### src/design/tmcic_regs.vh
// Register map, field positions, reset values and codes of the timer config block
`ifndef TMCIC_REGS_VH
`define TMCIC_REGS_VH

// Register addresses (word index on the plain port)
`define TMCIC_MODE0 5'h00
`define TMCIC_IOAB0 5'h05
`define TMCIC_IOCD0 5'h0a
`define TMCIC_IOCD3 5'h0b
`define TMCIC_IOCD4 5'h0c
`define TMCIC_CKS1 5'h0d

// Mode register layout
`define TMCIC_MODE_RST 8'hc0
`define TMCIC_MODE_FIXED 2'h3
`define TMCIC_BFB_BIT 5
`define TMCIC_BFA_BIT 4
`define TMCIC_MD_MSB 3
`define TMCIC_MD_LSB 0
`define TMCIC_MD_RST 4'h0
`define TMCIC_BF_RST 1'b0

// I/O control register layout
`define TMCIC_IO_RST 8'h00
`define TMCIC_IOHI_MSB 7
`define TMCIC_IOHI_LSB 4
`define TMCIC_IOLO_MSB 3
`define TMCIC_IOLO_LSB 0
`define TMCIC_CKS_RST 3'h0

// Mode field codes
`define TMCIC_MD_NORMAL 4'h0
`define TMCIC_MD_PWM1 4'h2
`define TMCIC_MD_PWM2 4'h3
`define TMCIC_MD_PHASE1 4'h4
`define TMCIC_MD_PHASE2 4'h5
`define TMCIC_MD_PHASE3 4'h6
`define TMCIC_MD_PHASE4 4'h7
`define TMCIC_MD_RSYNC 4'h8
`define TMCIC_MD_CPWM_PEAK 4'hd
`define TMCIC_MD_CPWM_VALLEY 4'he
`define TMCIC_MD_CPWM_BOTH 4'hf

// Clock-select codes
`define TMCIC_CKS_DIV1 3'h0
`define TMCIC_CKS_DIV4 3'h1
`define TMCIC_CKS_DIV16 3'h2
`define TMCIC_CKS_DIV64 3'h3
`define TMCIC_CKS_C4 3'h4
`define TMCIC_CKS_C5 3'h5
`define TMCIC_CKS_C6 3'h6
`define TMCIC_CKS_C7 3'h7

// Prescaler bits that must all be one for each divided tick
`define TMCIC_DIV4_BITS 2
`define TMCIC_DIV16_BITS 4
`define TMCIC_DIV64_BITS 6
`define TMCIC_DIV256_BITS 8
`define TMCIC_DIV1024_BITS 10

`endif

### src/design/tmcic_io_decode.v
// Decoder of one 4-bit I/O control field into compare and capture controls
`default_nettype none

module tmcic_io_decode (
    input wire [3:0] field_i,
    output wire cmp_en_o,
    output wire init_lvl_o,
    output wire [1:0] cmp_act_o,
    output wire cap_en_o,
    output wire [1:0] cap_edge_o
);

    // Output compare: top bit low, action 00 means pin output disabled
    assign cmp_en_o = ~field_i[3] & (|field_i[1:0]);
    // Initial pin level, held even while the action is disabled
    assign init_lvl_o = ~field_i[3] & field_i[2];
    // 01 drive 0, 10 drive 1, 11 toggle
    assign cmp_act_o = field_i[3] ? 2'h0 : field_i[1:0];

    // Pin capture: top bit high with bit 2 low; 1x codes other sources
    assign cap_en_o = field_i[3] & ~field_i[2];
    // 00 rising, 01 falling, 10 both edges
    assign cap_edge_o = cap_en_o ? {field_i[1], ~field_i[1] & field_i[0]} : 2'h0;

endmodule

`default_nettype wire

### src/design/tmcic_top.v
// Clock-source, mode and I/O control configuration of a five-channel timer
// Summary of operation
// - Codes 000-011 pick divide 1/4/16/64.
// - Channel 1 upper codes: A, B, /256, ch2 wrap.
// - Channel 2 upper codes: A, B, C, /1024.
// - Channels 3,4 upper codes: /256, /1024, A, B.
// - Phase counting overrides clock select, channels 1,2.
// - Mode register loads c0 on power-on/standby only.
// - Mode bits 7,6 read one, ignore writes.
// - Bit 5 buffers B with D, D silenced.
// - Bit 4 buffers A with C, C silenced.
// - Channels 1,2 bits 5,4 read zero, fixed.
// - Mode 0000 normal, 0010 PWM1, 0011 PWM2.
// - Modes 0100-0111 are phase counting 1-4.
// - 1000 reset-sync PWM; 1101-1111 complementary variants.
// - No PWM2 on 3,4; phase only 1,2.
// - Synchronous PWM only ch3; ch4 then follows.
// - I/O control clears on power-on/standby only.
// - First I/O register: high B, low A.
// - Channels 0,3,4: second register, high D, low C.
// - Buffering C or D ignores its I/O field.
// - Bit3 zero: compare, level, action.
// - Bit3 one, bit2 zero: pin capture edges.
`default_nettype none
`include "tmcic_regs.vh"

module tmcic_top #(
    parameter PRESC_W = 10
) (
    input wire mclk_i,
    input wire sys_rst_i,
    input wire standby_i,
    input wire manual_rst_i,
    input wire [4:0] addr_i,
    input wire [7:0] wdata_i,
    input wire wr_i,
    input wire rd_i,
    output wire [7:0] rdata_o,
    input wire ext_clock_pin_a_i,
    input wire ext_clock_pin_b_i,
    input wire ext_clock_pin_c_i,
    input wire channel2_count_wrap_i,
    input wire [1:0] phase_cnt_i,
    output wire [3:0] count_en_o,
    output wire [19:0] mode_field_o,
    output wire [4:0] buffer_pair_a_o,
    output wire [4:0] buffer_pair_b_o,
    output wire ch4_follow_o,
    output wire [19:0] cmp_en_o,
    output wire [19:0] init_lvl_o,
    output wire [39:0] cmp_act_o,
    output wire [19:0] cap_en_o,
    output wire [39:0] cap_edge_o
);

    ////////////////////////////////////////////////////////////////////////////
    // Declarations

    reg [19:0] md_ff; // Stored mode fields, channel n at [4n+3:4n]
    reg [4:0] bfa_ff; // Buffer bits A; only 0,3,4 ever set
    reg [4:0] bfb_ff; // Buffer bits B; only 0,3,4 ever set
    reg [39:0] ioab_ff; // First I/O register per channel
    reg [23:0] iocd_ff; // Second I/O register of channels 0,3,4
    reg [11:0] cks_ff; // Clock selects of channels 1..4
    reg [PRESC_W-1:0] presc_ff; // Shared free-running prescaler
    reg [2:0] sync1_ff; // First synchroniser stage, pins A,B,C
    reg [2:0] sync2_ff; // Second synchroniser stage
    reg [2:0] sync3_ff; // Delayed copy for edge detection
    reg [7:0] rdata_ff; // Read data, one cycle after the strobe
    reg [7:0] nxt_rdata; // Read mux result
    reg [3:0] cnt_en_ff; // Registered count enables
    reg [3:0] nxt_cnt_en;
    reg [19:0] eff_md_ff; // Effective modes after legality checks
    reg [19:0] nxt_eff_md;
    reg [4:0] bfa_out_ff;
    reg [4:0] bfb_out_ff;
    reg follow_ff;
    reg nxt_follow;
    reg [79:0] fld_val; // Effective I/O fields, 4 per channel
    reg [19:0] cmp_en_ff;
    reg [19:0] init_lvl_ff;
    reg [39:0] cmp_act_ff;
    reg [19:0] cap_en_ff;
    reg [39:0] cap_edge_ff;
    reg [2:0] sel; // Clock select under decode
    reg sel_en; // Enable chosen for one channel
    wire [19:0] dec_cmp_en;
    wire [19:0] dec_init_lvl;
    wire [39:0] dec_cmp_act;
    wire [19:0] dec_cap_en;
    wire [39:0] dec_cap_edge;
    wire [2:0] ext_rise; // One-cycle pulses on pin rising edges
    wire tick1;
    wire tick4;
    wire tick16;
    wire tick64;
    wire tick256;
    wire tick1024;
    wire cfg_rst; // Power-on reset or standby entry
    wire [3:0] md3_eff;
    integer i;
    integer k;
    integer j, m, n;

    // Manual reset absent so configuration survives it
    assign cfg_rst = sys_rst_i | standby_i;

    ////////////////////////////////////////////////////////////////////////////
    // Legality of a mode code on a given channel

    // Unavailable or reserved codes fall back to normal operation
    function [3:0] legal_md;
        input [2:0] ch;
        input [3:0] md;
        reg ok;
        begin
            case (md)
                `TMCIC_MD_NORMAL, `TMCIC_MD_PWM1: ok = 1'b1;
                `TMCIC_MD_PWM2: ok = (ch != 3'h3) && (ch != 3'h4);
                `TMCIC_MD_PHASE1, `TMCIC_MD_PHASE2,
                `TMCIC_MD_PHASE3, `TMCIC_MD_PHASE4: begin
                    ok = (ch == 3'h1) || (ch == 3'h2);
                end
                `TMCIC_MD_RSYNC, `TMCIC_MD_CPWM_PEAK,
                `TMCIC_MD_CPWM_VALLEY, `TMCIC_MD_CPWM_BOTH: begin
                    ok = (ch == 3'h3);
                end
                default: ok = 1'b0; // Reserved codes; hardware stays safe
            endcase
            legal_md = ok ? md : `TMCIC_MD_NORMAL;
        end
    endfunction

    ////////////////////////////////////////////////////////////////////////////
    // Configuration registers

    // Writes land at the edge of the strobe; reserved bits never stored
    always @(posedge mclk_i) begin
        if (cfg_rst) begin
            md_ff <= {5{`TMCIC_MD_RST}};
            bfa_ff <= {5{`TMCIC_BF_RST}};
            bfb_ff <= {5{`TMCIC_BF_RST}};
            ioab_ff <= {5{`TMCIC_IO_RST}};
            iocd_ff <= {3{`TMCIC_IO_RST}};
            cks_ff <= {4{`TMCIC_CKS_RST}};
        end else if (wr_i) begin
            for (i = 0; i < 5; i = i + 1) begin
                // Bits 7,6 are not stored at all
                if (addr_i == `TMCIC_MODE0 + i[4:0]) begin
                    md_ff[4*i +: 4] <= wdata_i[`TMCIC_MD_MSB:`TMCIC_MD_LSB];
                    // Channels 1,2 have no C or D, so bits stay zero
                    if (i == 0 || i == 3 || i == 4) begin
                        bfa_ff[i] <= wdata_i[`TMCIC_BFA_BIT];
                        bfb_ff[i] <= wdata_i[`TMCIC_BFB_BIT];
                    end
                end
                // First I/O register exists on every channel
                if (addr_i == `TMCIC_IOAB0 + i[4:0]) begin
                    ioab_ff[8*i +: 8] <= wdata_i;
                end
            end
            // Second I/O register only on channels 0, 3, 4
            if (addr_i == `TMCIC_IOCD0) begin
                iocd_ff[7:0] <= wdata_i;
            end
            if (addr_i == `TMCIC_IOCD3) begin
                iocd_ff[15:8] <= wdata_i;
            end
            if (addr_i == `TMCIC_IOCD4) begin
                iocd_ff[23:16] <= wdata_i;
            end
            // Clock selects of channels 1..4
            for (i = 0; i < 4; i = i + 1) begin
                if (addr_i == `TMCIC_CKS1 + i[4:0]) begin
                    cks_ff[3*i +: 3] <= wdata_i[2:0];
                end
            end
        end
    end

    ////////////////////////////////////////////////////////////////////////////
    // Register read path

    // Unmapped addresses read zero
    always @* begin
        nxt_rdata = 8'h00;
        for (j = 0; j < 5; j = j + 1) begin
            if (addr_i == `TMCIC_MODE0 + j[4:0]) begin
                // Fixed ones on top; buffer bits masked on channels 1,2
                if (j == 1 || j == 2) begin
                    nxt_rdata = {`TMCIC_MODE_FIXED, 2'h0, md_ff[4*j +: 4]};
                end else begin
                    nxt_rdata = {`TMCIC_MODE_FIXED, bfb_ff[j], bfa_ff[j],
                                 md_ff[4*j +: 4]};
                end
            end
            if (addr_i == `TMCIC_IOAB0 + j[4:0]) begin
                nxt_rdata = ioab_ff[8*j +: 8];
            end
        end
        for (j = 0; j < 3; j = j + 1) begin
            if (addr_i == `TMCIC_IOCD0 + j[4:0]) begin
                nxt_rdata = iocd_ff[8*j +: 8];
            end
        end
        for (j = 0; j < 4; j = j + 1) begin
            if (addr_i == `TMCIC_CKS1 + j[4:0]) begin
                nxt_rdata = {5'h00, cks_ff[3*j +: 3]};
            end
        end
    end

    // Data stands only in the cycle after the read strobe
    always @(posedge mclk_i) begin
        if (sys_rst_i) begin
            rdata_ff <= 8'h00;
        end else if (rd_i) begin
            rdata_ff <= nxt_rdata;
        end else begin
            rdata_ff <= 8'h00;
        end
    end

    ////////////////////////////////////////////////////////////////////////////
    // Shared prescaler and pin edge detection

    // Free running; a manual reset restarts the divided ticks
    always @(posedge mclk_i) begin
        if (sys_rst_i || manual_rst_i) begin
            presc_ff <= {PRESC_W{1'b0}};
        end else begin
            presc_ff <= presc_ff + {{(PRESC_W-1){1'b0}}, 1'b1};
        end
    end

    // Each tick is high for one cycle in every 2^n
    assign tick1 = 1'b1;
    assign tick4 = &presc_ff[`TMCIC_DIV4_BITS-1:0];
    assign tick16 = &presc_ff[`TMCIC_DIV16_BITS-1:0];
    assign tick64 = &presc_ff[`TMCIC_DIV64_BITS-1:0];
    assign tick256 = &presc_ff[`TMCIC_DIV256_BITS-1:0];
    assign tick1024 = &presc_ff[`TMCIC_DIV1024_BITS-1:0];

    // Pins are asynchronous: two stages before any edge logic
    always @(posedge mclk_i) begin
        if (sys_rst_i) begin
            sync1_ff <= 3'h0;
            sync2_ff <= 3'h0;
            sync3_ff <= 3'h0;
        end else begin
            sync1_ff <= {ext_clock_pin_c_i, ext_clock_pin_b_i, ext_clock_pin_a_i};
            sync2_ff <= sync1_ff;
            sync3_ff <= sync2_ff;
        end
    end

    // Rising edges only; edge choice lives in the counter control logic
    assign ext_rise = sync2_ff & ~sync3_ff;

    ////////////////////////////////////////////////////////////////////////////
    // Clock-source decode for channels 1..4

    // Effective mode of channel 3 drives the follow decision
    assign md3_eff = legal_md(3'h3, md_ff[15:12]);

    // One enable per channel picked by its clock-select code
    always @* begin
        nxt_cnt_en = 4'h0;
        sel = `TMCIC_CKS_RST;
        sel_en = 1'b0;
        for (k = 0; k < 4; k = k + 1) begin
            sel = cks_ff[3*k +: 3];
            case (sel)
                `TMCIC_CKS_DIV1: sel_en = tick1;
                `TMCIC_CKS_DIV4: sel_en = tick4;
                `TMCIC_CKS_DIV16: sel_en = tick16;
                `TMCIC_CKS_DIV64: sel_en = tick64;
                `TMCIC_CKS_C4: begin
                    sel_en = (k >= 2) ? tick256 : ext_rise[0];
                end
                `TMCIC_CKS_C5: begin
                    sel_en = (k >= 2) ? tick1024 : ext_rise[1];
                end
                `TMCIC_CKS_C6: begin
                    if (k == 0) begin
                        sel_en = tick256;
                    end else if (k == 1) begin
                        sel_en = ext_rise[2];
                    end else begin
                        sel_en = ext_rise[0];
                    end
                end
                `TMCIC_CKS_C7: begin
                    if (k == 0) begin
                        sel_en = channel2_count_wrap_i;
                    end else if (k == 1) begin
                        sel_en = tick1024;
                    end else begin
                        sel_en = ext_rise[1];
                    end
                end
                default: sel_en = 1'b0;
            endcase
            // Phase counting on channels 1,2 ignores the select field
            if (k < 2 && nxt_eff_md[4*(k+1)+3 -: 2] == 2'h1) begin
                sel_en = phase_cnt_i[k];
            end
            nxt_cnt_en[k] = sel_en;
        end
    end

    ////////////////////////////////////////////////////////////////////////////
    // Effective modes and I/O fields

    // Channel 4 is taken over while channel 3 runs a synchronous PWM
    always @* begin
        nxt_follow = (md3_eff == `TMCIC_MD_RSYNC) || (md3_eff[3:2] == 2'h3);
        for (m = 0; m < 4; m = m + 1) begin
            nxt_eff_md[4*m +: 4] = legal_md(m[2:0], md_ff[4*m +: 4]);
        end
        if (nxt_follow) begin
            nxt_eff_md[19:16] = md3_eff;
        end else begin
            nxt_eff_md[19:16] = legal_md(3'h4, md_ff[19:16]);
        end
    end

    // Slots: 0 A, 1 B, 2 C, 3 D; a buffering register sees "disabled"
    always @* begin
        fld_val = 80'h0;
        for (n = 0; n < 5; n = n + 1) begin
            fld_val[16*n +: 4] = ioab_ff[8*n +: 4];
            fld_val[16*n+4 +: 4] = ioab_ff[8*n+4 +: 4];
        end
        // C from low nibble, D from high nibble of the second register
        fld_val[11:8] = bfa_ff[0] ? 4'h0 : iocd_ff[3:0];
        fld_val[15:12] = bfb_ff[0] ? 4'h0 : iocd_ff[7:4];
        fld_val[59:56] = bfa_ff[3] ? 4'h0 : iocd_ff[11:8];
        fld_val[63:60] = bfb_ff[3] ? 4'h0 : iocd_ff[15:12];
        fld_val[75:72] = bfa_ff[4] ? 4'h0 : iocd_ff[19:16];
        fld_val[79:76] = bfb_ff[4] ? 4'h0 : iocd_ff[23:20];
    end

    // One decoder per field; channels 1,2 C and D slots stay zero
    genvar g;
    generate
        for (g = 0; g < 20; g = g + 1) begin : gen_fld
            tmcic_io_decode u_dec (
                .field_i(fld_val[4*g +: 4]),
                .cmp_en_o(dec_cmp_en[g]),
                .init_lvl_o(dec_init_lvl[g]),
                .cmp_act_o(dec_cmp_act[2*g +: 2]),
                .cap_en_o(dec_cap_en[g]),
                .cap_edge_o(dec_cap_edge[2*g +: 2])
            );
        end
    endgenerate

    ////////////////////////////////////////////////////////////////////////////
    // Output registers

    // Everything leaves through a flop, one cycle behind the config
    always @(posedge mclk_i) begin
        if (sys_rst_i) begin
            cnt_en_ff <= 4'h0;
            eff_md_ff <= 20'h0;
            bfa_out_ff <= 5'h0;
            bfb_out_ff <= 5'h0;
            follow_ff <= 1'b0;
            cmp_en_ff <= 20'h0;
            init_lvl_ff <= 20'h0;
            cmp_act_ff <= 40'h0;
            cap_en_ff <= 20'h0;
            cap_edge_ff <= 40'h0;
        end else begin
            cnt_en_ff <= nxt_cnt_en;
            eff_md_ff <= nxt_eff_md;
            bfa_out_ff <= bfa_ff;
            bfb_out_ff <= bfb_ff;
            follow_ff <= nxt_follow;
            cmp_en_ff <= dec_cmp_en;
            init_lvl_ff <= dec_init_lvl;
            cmp_act_ff <= dec_cmp_act;
            cap_en_ff <= dec_cap_en;
            cap_edge_ff <= dec_cap_edge;
        end
    end

    assign rdata_o = rdata_ff;
    assign count_en_o = cnt_en_ff;
    assign mode_field_o = eff_md_ff;
    assign buffer_pair_a_o = bfa_out_ff;
    assign buffer_pair_b_o = bfb_out_ff;
    assign ch4_follow_o = follow_ff;
    assign cmp_en_o = cmp_en_ff;
    assign init_lvl_o = init_lvl_ff;
    assign cmp_act_o = cmp_act_ff;
    assign cap_en_o = cap_en_ff;
    assign cap_edge_o = cap_edge_ff;

endmodule

`default_nettype wire

### config.mk
export PLATFORM = sky130hd
export DESIGN_NAME = tmcic_top
export DESIGN_NICKNAME = d
export VERILOG_FILES = /design/src/design/tmcic_io_decode.v /design/src/design/tmcic_top.v
export VERILOG_INCLUDE_DIRS = /design/src /design/src/design
export SDC_FILE = /design/constraint.sdc
export NUM_CORES = 1
export LEC_CHECK = 0
export ABC_AREA = 1
export BUFFER_PORTS_ARGS = -buffer_cell sky130_fd_sc_hd__buf_2
export CORE_UTILIZATION = 49
export CTS_CLUSTER_DIAMETER = 100
export CTS_CLUSTER_SIZE = 40
export DETAILED_ROUTE_END_ITERATION = 10
export PLACE_DENSITY = 0.76
export REMOVE_ABC_BUFFERS = 1
export SLEW_MARGIN = 15
export SYNTH_ARGS = -nofsm -noshare
export SYNTH_HDL_FRONTEND = slang
export SYNTH_HIERARCHICAL = 1
export SYNTH_SLANG_ARGS = --single-unit
### constraint.sdc
create_clock -name mclk_i -period 4.1 [get_ports mclk_i]
set_clock_uncertainty 0.2 [all_clocks]
set_input_delay 0.41 -clock mclk_i [delete_from_list [all_inputs] [get_ports mclk_i]]
set_output_delay 0.41 -clock mclk_i [all_outputs]
set_load 0.01 [all_outputs]
==> impl_metrics.json, run 1 <==
{
  "cts_num_sinks": 305,
  "fin_tns_setup_ns": 0,
  "regToRegSetupSlack_ns": 1.79,
  "overflow": 0,
  "synth-warning-count": 6,
  "antenna_found_initial": 3,
  "final_antenna_net_count": 0,
  "total_power_w": 0.00460,
  "syn_to_final_growth_pct": 14.7,
  "std_cell_rows": 56,
  "chipWidth_um": 157,
  "post_route_setup_slack_ns": 1.79,
  "cts_hold_buffers": 3,
  "dp_worst_setup_slack_ns": 1.50,
  "maxSlewViolCount": 0,
  "syn_area_um2": 11800,
  "htree_levels": 1,
  "final_layout_size_suffix_gt1_share_pct": 16.1,
  "floorplan.die.height_um": 157,
  "worst_supply_voltage_drop_on_vdd_v": 0.000271,
  "detailedRoute.firstIterationViolations": 710,
  "finalCritPeriodShare_pct": 56.4,
  "worstHoldPathType": "input pin to register",
  "synth.yosys.seq_area_share_pct": 51.8,
  "via_count": 10100,
  "path_max_fanout": 6,
  "finalWorstPathRequiredPeriod_ns": 2.31,
  "run_status": "complete, no violations",
  "sequential_share_of_power_pct": 65.2,
  "netlist-cell-type-count": 39,
  "synthCells": 1614,
  "routed_via_density": 4.69,
  "grtUsageTotal_pct": 23.0,
  "gp_congestion": 0.986,
  "start_util_pct": 50.0,
  "grt_pass1_vias": 9199,
  "type_of_the_setup_path_with_the_least_slack": "register to register",
  "core_region_area_um2": 23500,
  "switching_power_w": 0.00105,
  "crit_path_end_kind": "register",
  "avgSynthCellArea_um2": 7.30,
  "detail_route.wl_per_cell_um": 13.1,
  "cts-root-buf": "sky130_fd_sc_hd__clkbuf_16",
  "cts.path.max_buffers": 3,
  "netSwitchingFraction_pct": 22.7,
  "postLayoutCellArea_um2": 13500,
  "synth.ff_latch_count": 305,
  "port-buffer-count": 203,
  "cap_violations": 0,
  "p_int_w": 0.00356,
  "synth-async-reset-ratio_pct": 0,
  "clock_insertion_delay_at_the_later_pin_of_the_skew_report_ns": 0.49,
  "r2r.worst_path.cells": 11,
  "slew_headroom_pct": 38.1,
  "drc": 0,
  "final_net_count": 1859,
  "drt_wl_total_mm": 28.3,
  "final-setup-viol-count": 0,
  "clock_input_transition_at_the_sequential_cells_of_the_worst_setup_and_hold_paths_ns": 0.14,
  "postSynth.topFlopCell": "sky130_fd_sc_hd__dfxtp_1",
  "power_frac_clock_pct": 29.7,
  "num_io_pins": 208,
  "timing.critical_path.required_ns": 4.35,
  "power_leakage_nw": 5.90,
  "grt_pass1_wl_mm": 45.1,
  "pin_count_of_the_biggest_net_entering_global_routing": 87,
  "tritoncts": "yes",
  "register_area_um2": 6110,
  "share_of_power_burned_in_combinational_logic_pct": 5.1,
  "hold_viol_final": 0,
  "multi_input_area_um2": 4280,
  "dpl.hpwl_mm": 21.1,
  "worstSetupStartpointType": "register",
  "layout.filler_cells": 2294,
  "grt_setup_unrepaired": "no",
  "cts_inserted_buffers": 11,
  "synth-edff-count": 0,
  "arrival_ns": 2.56,
  "fmax_mhz": 433,
  "power_density_nw_per_um2": 341,
  "placedInstanceArea_um2": 13200,
  "finish.utilization_pct": 57.4,
  "cts_resized": 0,
  "max_slew.worst_pin.slew_ns": 0.927,
  "post_cts.repair.setup_buffers": 0,
  "dr.pass1.iters": 6,
  "hold-path-cell-count": 3,
  "dieArea_um2": 24700
}
-- power groups by stage --
stage          sequential [W]  combinational (W)  clock [W]
6_report              0.00300           0.000237    0.00137
5_1_grt               0.00301           0.000265    0.00150
4_1_cts               0.00300           0.000231    0.00140
3_5_place_dp          0.00307           0.000229          0
3_3_place_gp          0.00307           0.000225          0
2_1_floorplan         0.00307           0.000115          0
-- worst max-delay path, cell delays in order (launching register included) --
cell	delay, ns
sky130_fd_sc_hd__dfxtp_1	0.39
sky130_fd_sc_hd__ha_1	0.29
sky130_fd_sc_hd__nand2_1	0.12
sky130_fd_sc_hd__nor2_2	0.21
sky130_fd_sc_hd__nand2_1	0.16
sky130_fd_sc_hd__nor2_1	0.28
sky130_fd_sc_hd__inv_1	0.12
sky130_fd_sc_hd__o22ai_1	0.14
sky130_fd_sc_hd__a21oi_1	0.06
sky130_fd_sc_hd__o221ai_1	0.15
sky130_fd_sc_hd__nand2_1	0.09
sky130_fd_sc_hd__inv_1	0.06
-- path summary, 6_finish.rpt --
kind,startpoint,to
worst min register to register,sync1_ff[0],sync2_ff[0]
worst min-delay path,phase_cnt_i[1],count_en_o[1]
worst max-delay path,presc_ff[0],count_en_o[3]
worst max register to register,presc_ff[0],count_en_o[3]
-- sequential cells by signal, indices dropped and copies added, names as in the netlist, named ones only --
| signal | flops |
|---|---|
| cap_edge_o | 40 |
| cmp_act_o | 40 |
| ioab_ff | 40 |
| iocd_ff | 24 |
| cap_en_o | 20 |
| cmp_en_o | 20 |
| init_lvl_o | 20 |
| md_ff | 20 |
| mode_field_o | 20 |
| cks_ff | 12 |
| presc_ff | 10 |
| rdata_o | 8 |
| count_en_o | 4 |
| bfa_ff | 3 |
| bfb_ff | 3 |
| buffer_pair_a_o | 3 |
| buffer_pair_b_o | 3 |
| sync1_ff | 3 |
| sync2_ff | 3 |
| sync3_ff | 3 |
| ch4_follow_o | 1 |
-- synthesized netlist by cell type, types with 10 or more instances --
cell type                  number  area share [%]
sky130_fd_sc_hd__nand2_1      137             4.4
sky130_fd_sc_hd__inv_2         11            0.35
sky130_fd_sc_hd__nand2_2       21             1.1
sky130_fd_sc_hd__nor3_1        10            0.43
sky130_fd_sc_hd__inv_1        346              11
sky130_fd_sc_hd__nor2_1       375              12
sky130_fd_sc_hd__o21ai_0       91             3.9
sky130_fd_sc_hd__a21oi_1      125             5.3
sky130_fd_sc_hd__nand4_1       14            0.74
sky130_fd_sc_hd__dfxtp_1      305              52
sky130_fd_sc_hd__o21ai_1       10            0.43
sky130_fd_sc_hd__clkbuf_1      36             1.1
sky130_fd_sc_hd__nand3_1       31             1.3
sky130_fd_sc_hd__nor2_2        33             1.8
-- cell type report --
class | count | area share [%]
repair buffers | 209 | 7.93
clock buffers | 12 | 2.06
inverters | 359 | 9.98
diodes | 2 | 0.0370
well taps | 319 | 2.95
flip-flops and latches | 305 | 45.2
multi-input cells | 947 | 31.7
clock inverters | 3 | 0.157
-- stage by stage --
stage          hold slack, ns  cells
3_5_place_dp            0.198   2136
4_1_cts               0.00344   2154
5_1_grt                0.0341   2155
6_report              0.00455   2156
2_1_floorplan           0.188   1611
3_3_place_gp            0.189   2136
-- metal layers --
| metal | wire length (µm) | GRT usage [%] | vias up |
|---|---|---|---|
| li1 | - | - | 5244 |
| met1 | 12700 | 30.8 | 4452 |
| met2 | 12600 | 37.6 | 359 |
| met3 | 2070 | 3.44 | 64 |
| met4 | 836 | 8.23 | 2 |
| met5 | 11 | 0 | - |
-- layout by cell type (no fill, tap or decap), types with 14 or more instances in the layout --
master	count
sky130_fd_sc_hd__buf_2	202
sky130_fd_sc_hd__o21ai_0	91
sky130_fd_sc_hd__nand4_1	14
sky130_fd_sc_hd__nor2_2	33
sky130_fd_sc_hd__conb_1	48
sky130_fd_sc_hd__inv_1	346
sky130_fd_sc_hd__nand3_1	31
sky130_fd_sc_hd__nor2_1	374
sky130_fd_sc_hd__dfxtp_1	305
sky130_fd_sc_hd__a21oi_1	125
sky130_fd_sc_hd__nand2_1	137
sky130_fd_sc_hd__nand2_2	21
-- cells by family (layout without fill, tap and decap cells) --
| logic type | count (synthesis) | in the layout | share of synthesized area (%) |
|---|---|---|---|
| buffers and inverters | 409 | 583 | 13.3 |
| adders and majority gates | 1 | 1 | 0.106 |
| other | 1 | 50 | 0.0318 |
| AOI/OAI and AO/OA | 260 | 260 | 11.8 |
| and+or+nand+nor | 638 | 638 | 22.9 |
| DFF | 305 | 305 | 51.8 |
Power figures use the tool's default switching activity.
==> run 2, diff against run 1 <==
- clock period: 4.1 -> 2.24 ns (I/O delays scaled with it)
==> impl_metrics.json, run 2 (same netlist as run 1, synthesis figures left out) <==
{
  "cts_inserted_buffers": 12,
  "routed_via_density": 4.64,
  "critical_path.reg2reg.endpoint": "count_en_o[3]",
  "cts_num_sinks": 305,
  "drt_wl_total_mm": 28.7,
  "register_area_um2": 6110,
  "maxSlewViolCount": 0,
  "met3RoutedLength_mm": 1.90,
  "cts.path.max_buffers": 3,
  "detailedRoute.firstIterationViolations": 812,
  "worst_path_cell_chain": "dlygate4sd3_1 -> buf_4 -> nor2_4 -> inv_1 -> a211oi_1 -> dlygate4sd3_1",
  "clock_input_transition_at_the_sequential_cells_of_the_worst_setup_and_hold_paths_ns": 0.14,
  "worstHoldPathType": "input pin to register",
  "critical-path-max-stage-delay_ns": 0.58,
  "via_count": 10200,
  "antenna_found_initial": 2,
  "finalNonFillerCells": 2197,
  "tritoncts": "yes",
  "post_route_setup_slack_ns": 0.175,
  "detail_route.wl_per_cell_um": 13.1,
  "final_antenna_net_count": 0,
  "cap_violations": 0,
  "regToRegSetupSlack_ns": 0.25,
  "slew_headroom_pct": 56.0,
  "syn_to_final_growth_pct": 18.6,
  "routedLengthMet1_mm": 13.0,
  "worstSetupPathDepth": 6,
  "power_leakage_nw": 6.15,
  "met2_length_mm": 12.9,
  "multi_input_area_um2": 4290,
  "port-buffer-count": 203,
  "chipWidth_um": 157,
  "worstSetupStartpointType": "input pin",
  "gp_congestion": 0.925,
  "grtUsageTotal_pct": 23.6,
  "total_power_w": 0.00884,
  "overflow": 0,
  "crit_path_end_kind": "register",
  "finalWorstPathRequiredPeriod_ns": 2.07,
  "final_layout_size_suffix_gt1_share_pct": 17.3,
  "post_cts.repair.setup_buffers": 0,
  "dp_worst_setup_slack_ns": 0.0955,
  "cp_max_delay_cell": "sky130_fd_sc_hd__dlygate4sd3_1",
  "hold_ws_ns": 0.0256,
  "hold_viol_final": 0,
  "timing.critical_path.required_ns": 2.51,
  "arrival_ns": 2.34,
  "htree_levels": 1,
  "finalCritPeriodShare_pct": 92.2,
  "holdPathEnd": "rdata_o[0]",
  "cp_top_family": "buffers and inverters",
  "floorplan.die.height_um": 157,
  "num_io_pins": 208,
  "run_status": "complete, no violations",
  "pin_count_of_the_biggest_net_entering_global_routing": 151,
  "dieArea_um2": 24700,
  "grt_pass1_vias": 9260,
  "crit_top_cell": "sky130_fd_sc_hd__dlygate4sd3_1",
  "start_util_pct": 50.0,
  "placedInstanceArea_um2": 13400,
  "route.top_layer_used": "met5",
  "layout.cells.most_common": "sky130_fd_sc_hd__nor2_1",
  "final_cell_mix": "sky130_fd_sc_hd__nor2_1, sky130_fd_sc_hd__inv_1, sky130_fd_sc_hd__dfxtp_1",
  "cts-root-buf": "sky130_fd_sc_hd__clkbuf_16",
  "type_of_the_setup_path_with_the_least_slack": "input pin to register",
  "grt_pass1_wl_mm": 46.4,
  "std_cell_rows": 56,
  "path_max_fanout": 17,
  "final_net_count": 1899,
  "dr.pass1.iters": 6,
  "postLayoutCellArea_um2": 14000,
  "max_slew.worst_pin.slew_ns": 0.659,
  "dpl.hpwl_mm": 21.7,
  "layout.filler_cells": 2203,
  "power_density_nw_per_um2": 633,
  "critical_path_buf_inv_count": 4,
  "worst_supply_voltage_drop_on_vdd_v": 0.000730,
  "hold-path-cell-count": 5,
  "r2r.worst_path.cells": 11,
  "critical_path.reg2reg.startpoint": "presc_ff[0]",
  "core_region_area_um2": 23500,
  "drc": 0,
  "final-setup-viol-count": 0,
  "clock_insertion_delay_at_the_later_pin_of_the_skew_report_ns": 0.51,
  "grt_setup_unrepaired": "no",
  "hold_start": "addr_i[4]",
  "fmax_mhz": 484,
  "numPlacedInstances": 2159
}
==> run 2: worst max path at each step <==
stage               slack, ns            end         from
floorplan               -1.55       register    standby_i
global placement         0.11     rdata_o[7]    addr_i[3]
detailed placement        0.1       register    addr_i[1]
CTS                      0.16  count_en_o[3]  presc_ff[0]
global route             0.04  count_en_o[3]  presc_ff[0]
finish                   0.17      md_ff[10]    sys_rst_i
==> run 2: where the power goes <==
| part | switching (W) | internal [W] | total (W) |
|---|---|---|---|
| combinational | 0.000322 | 0.000151 | 0.000473 |
| clock | 0.00174 | 0.00113 | 0.00287 |
| sequential | 0.0000208 | 0.00547 | 0.00549 |
| total | 0.00209 | 0.00675 | 0.00884 |
==> run 2: worst reg2reg max path, stage by stage, from the launching register on <==
cell and delay, ns:
sky130_fd_sc_hd__dfxtp_1 0.37, sky130_fd_sc_hd__ha_1 0.28, sky130_fd_sc_hd__nand2_1 0.12, sky130_fd_sc_hd__nor2_2 0.11, sky130_fd_sc_hd__nand2_1 0.12, sky130_fd_sc_hd__nor2_2 0.20
sky130_fd_sc_hd__inv_1 0.11, sky130_fd_sc_hd__o22ai_1 0.12, sky130_fd_sc_hd__a21oi_1 0.06, sky130_fd_sc_hd__o221ai_1 0.14, sky130_fd_sc_hd__nand2_1 0.07, sky130_fd_sc_hd__inv_1 0.05
==> run 2: per-stage QoR <==
stage / setup TNS (ns) / utilization (%)
floorplan: -65.55 / -
global placement: 0 / 56.8
detailed placement: 0 / 56.8
CTS: 0 / 59.3
global route: 0 / 59.3
finish: 0 / 59.3
==> run 2: what timing repair did <==
action                                  in CTS  in global routing
hold buffers                                19                  0
endpoints found under the setup margin       0                  1
endpoints found under the hold margin      100                  0
resized for setup                            0                  1
==> run 2: cell type report <==
cell class	count	area share (%)
sequential	305	43.7
tap	319	2.86
clock inverter	5	0.502
timing repair buffer	248	10.2
clock buffer	13	2.33
antenna	1	0.0179
multi-input combinational	947	30.7
inverter	359	9.66
==> run 2: routing by layer <==
layer,global-route usage [%],up-vias
met5,0,-
li1,-,5327
met3,3.77,52
met1,31.4,4482
met4,7.26,2
met2,39.2,332
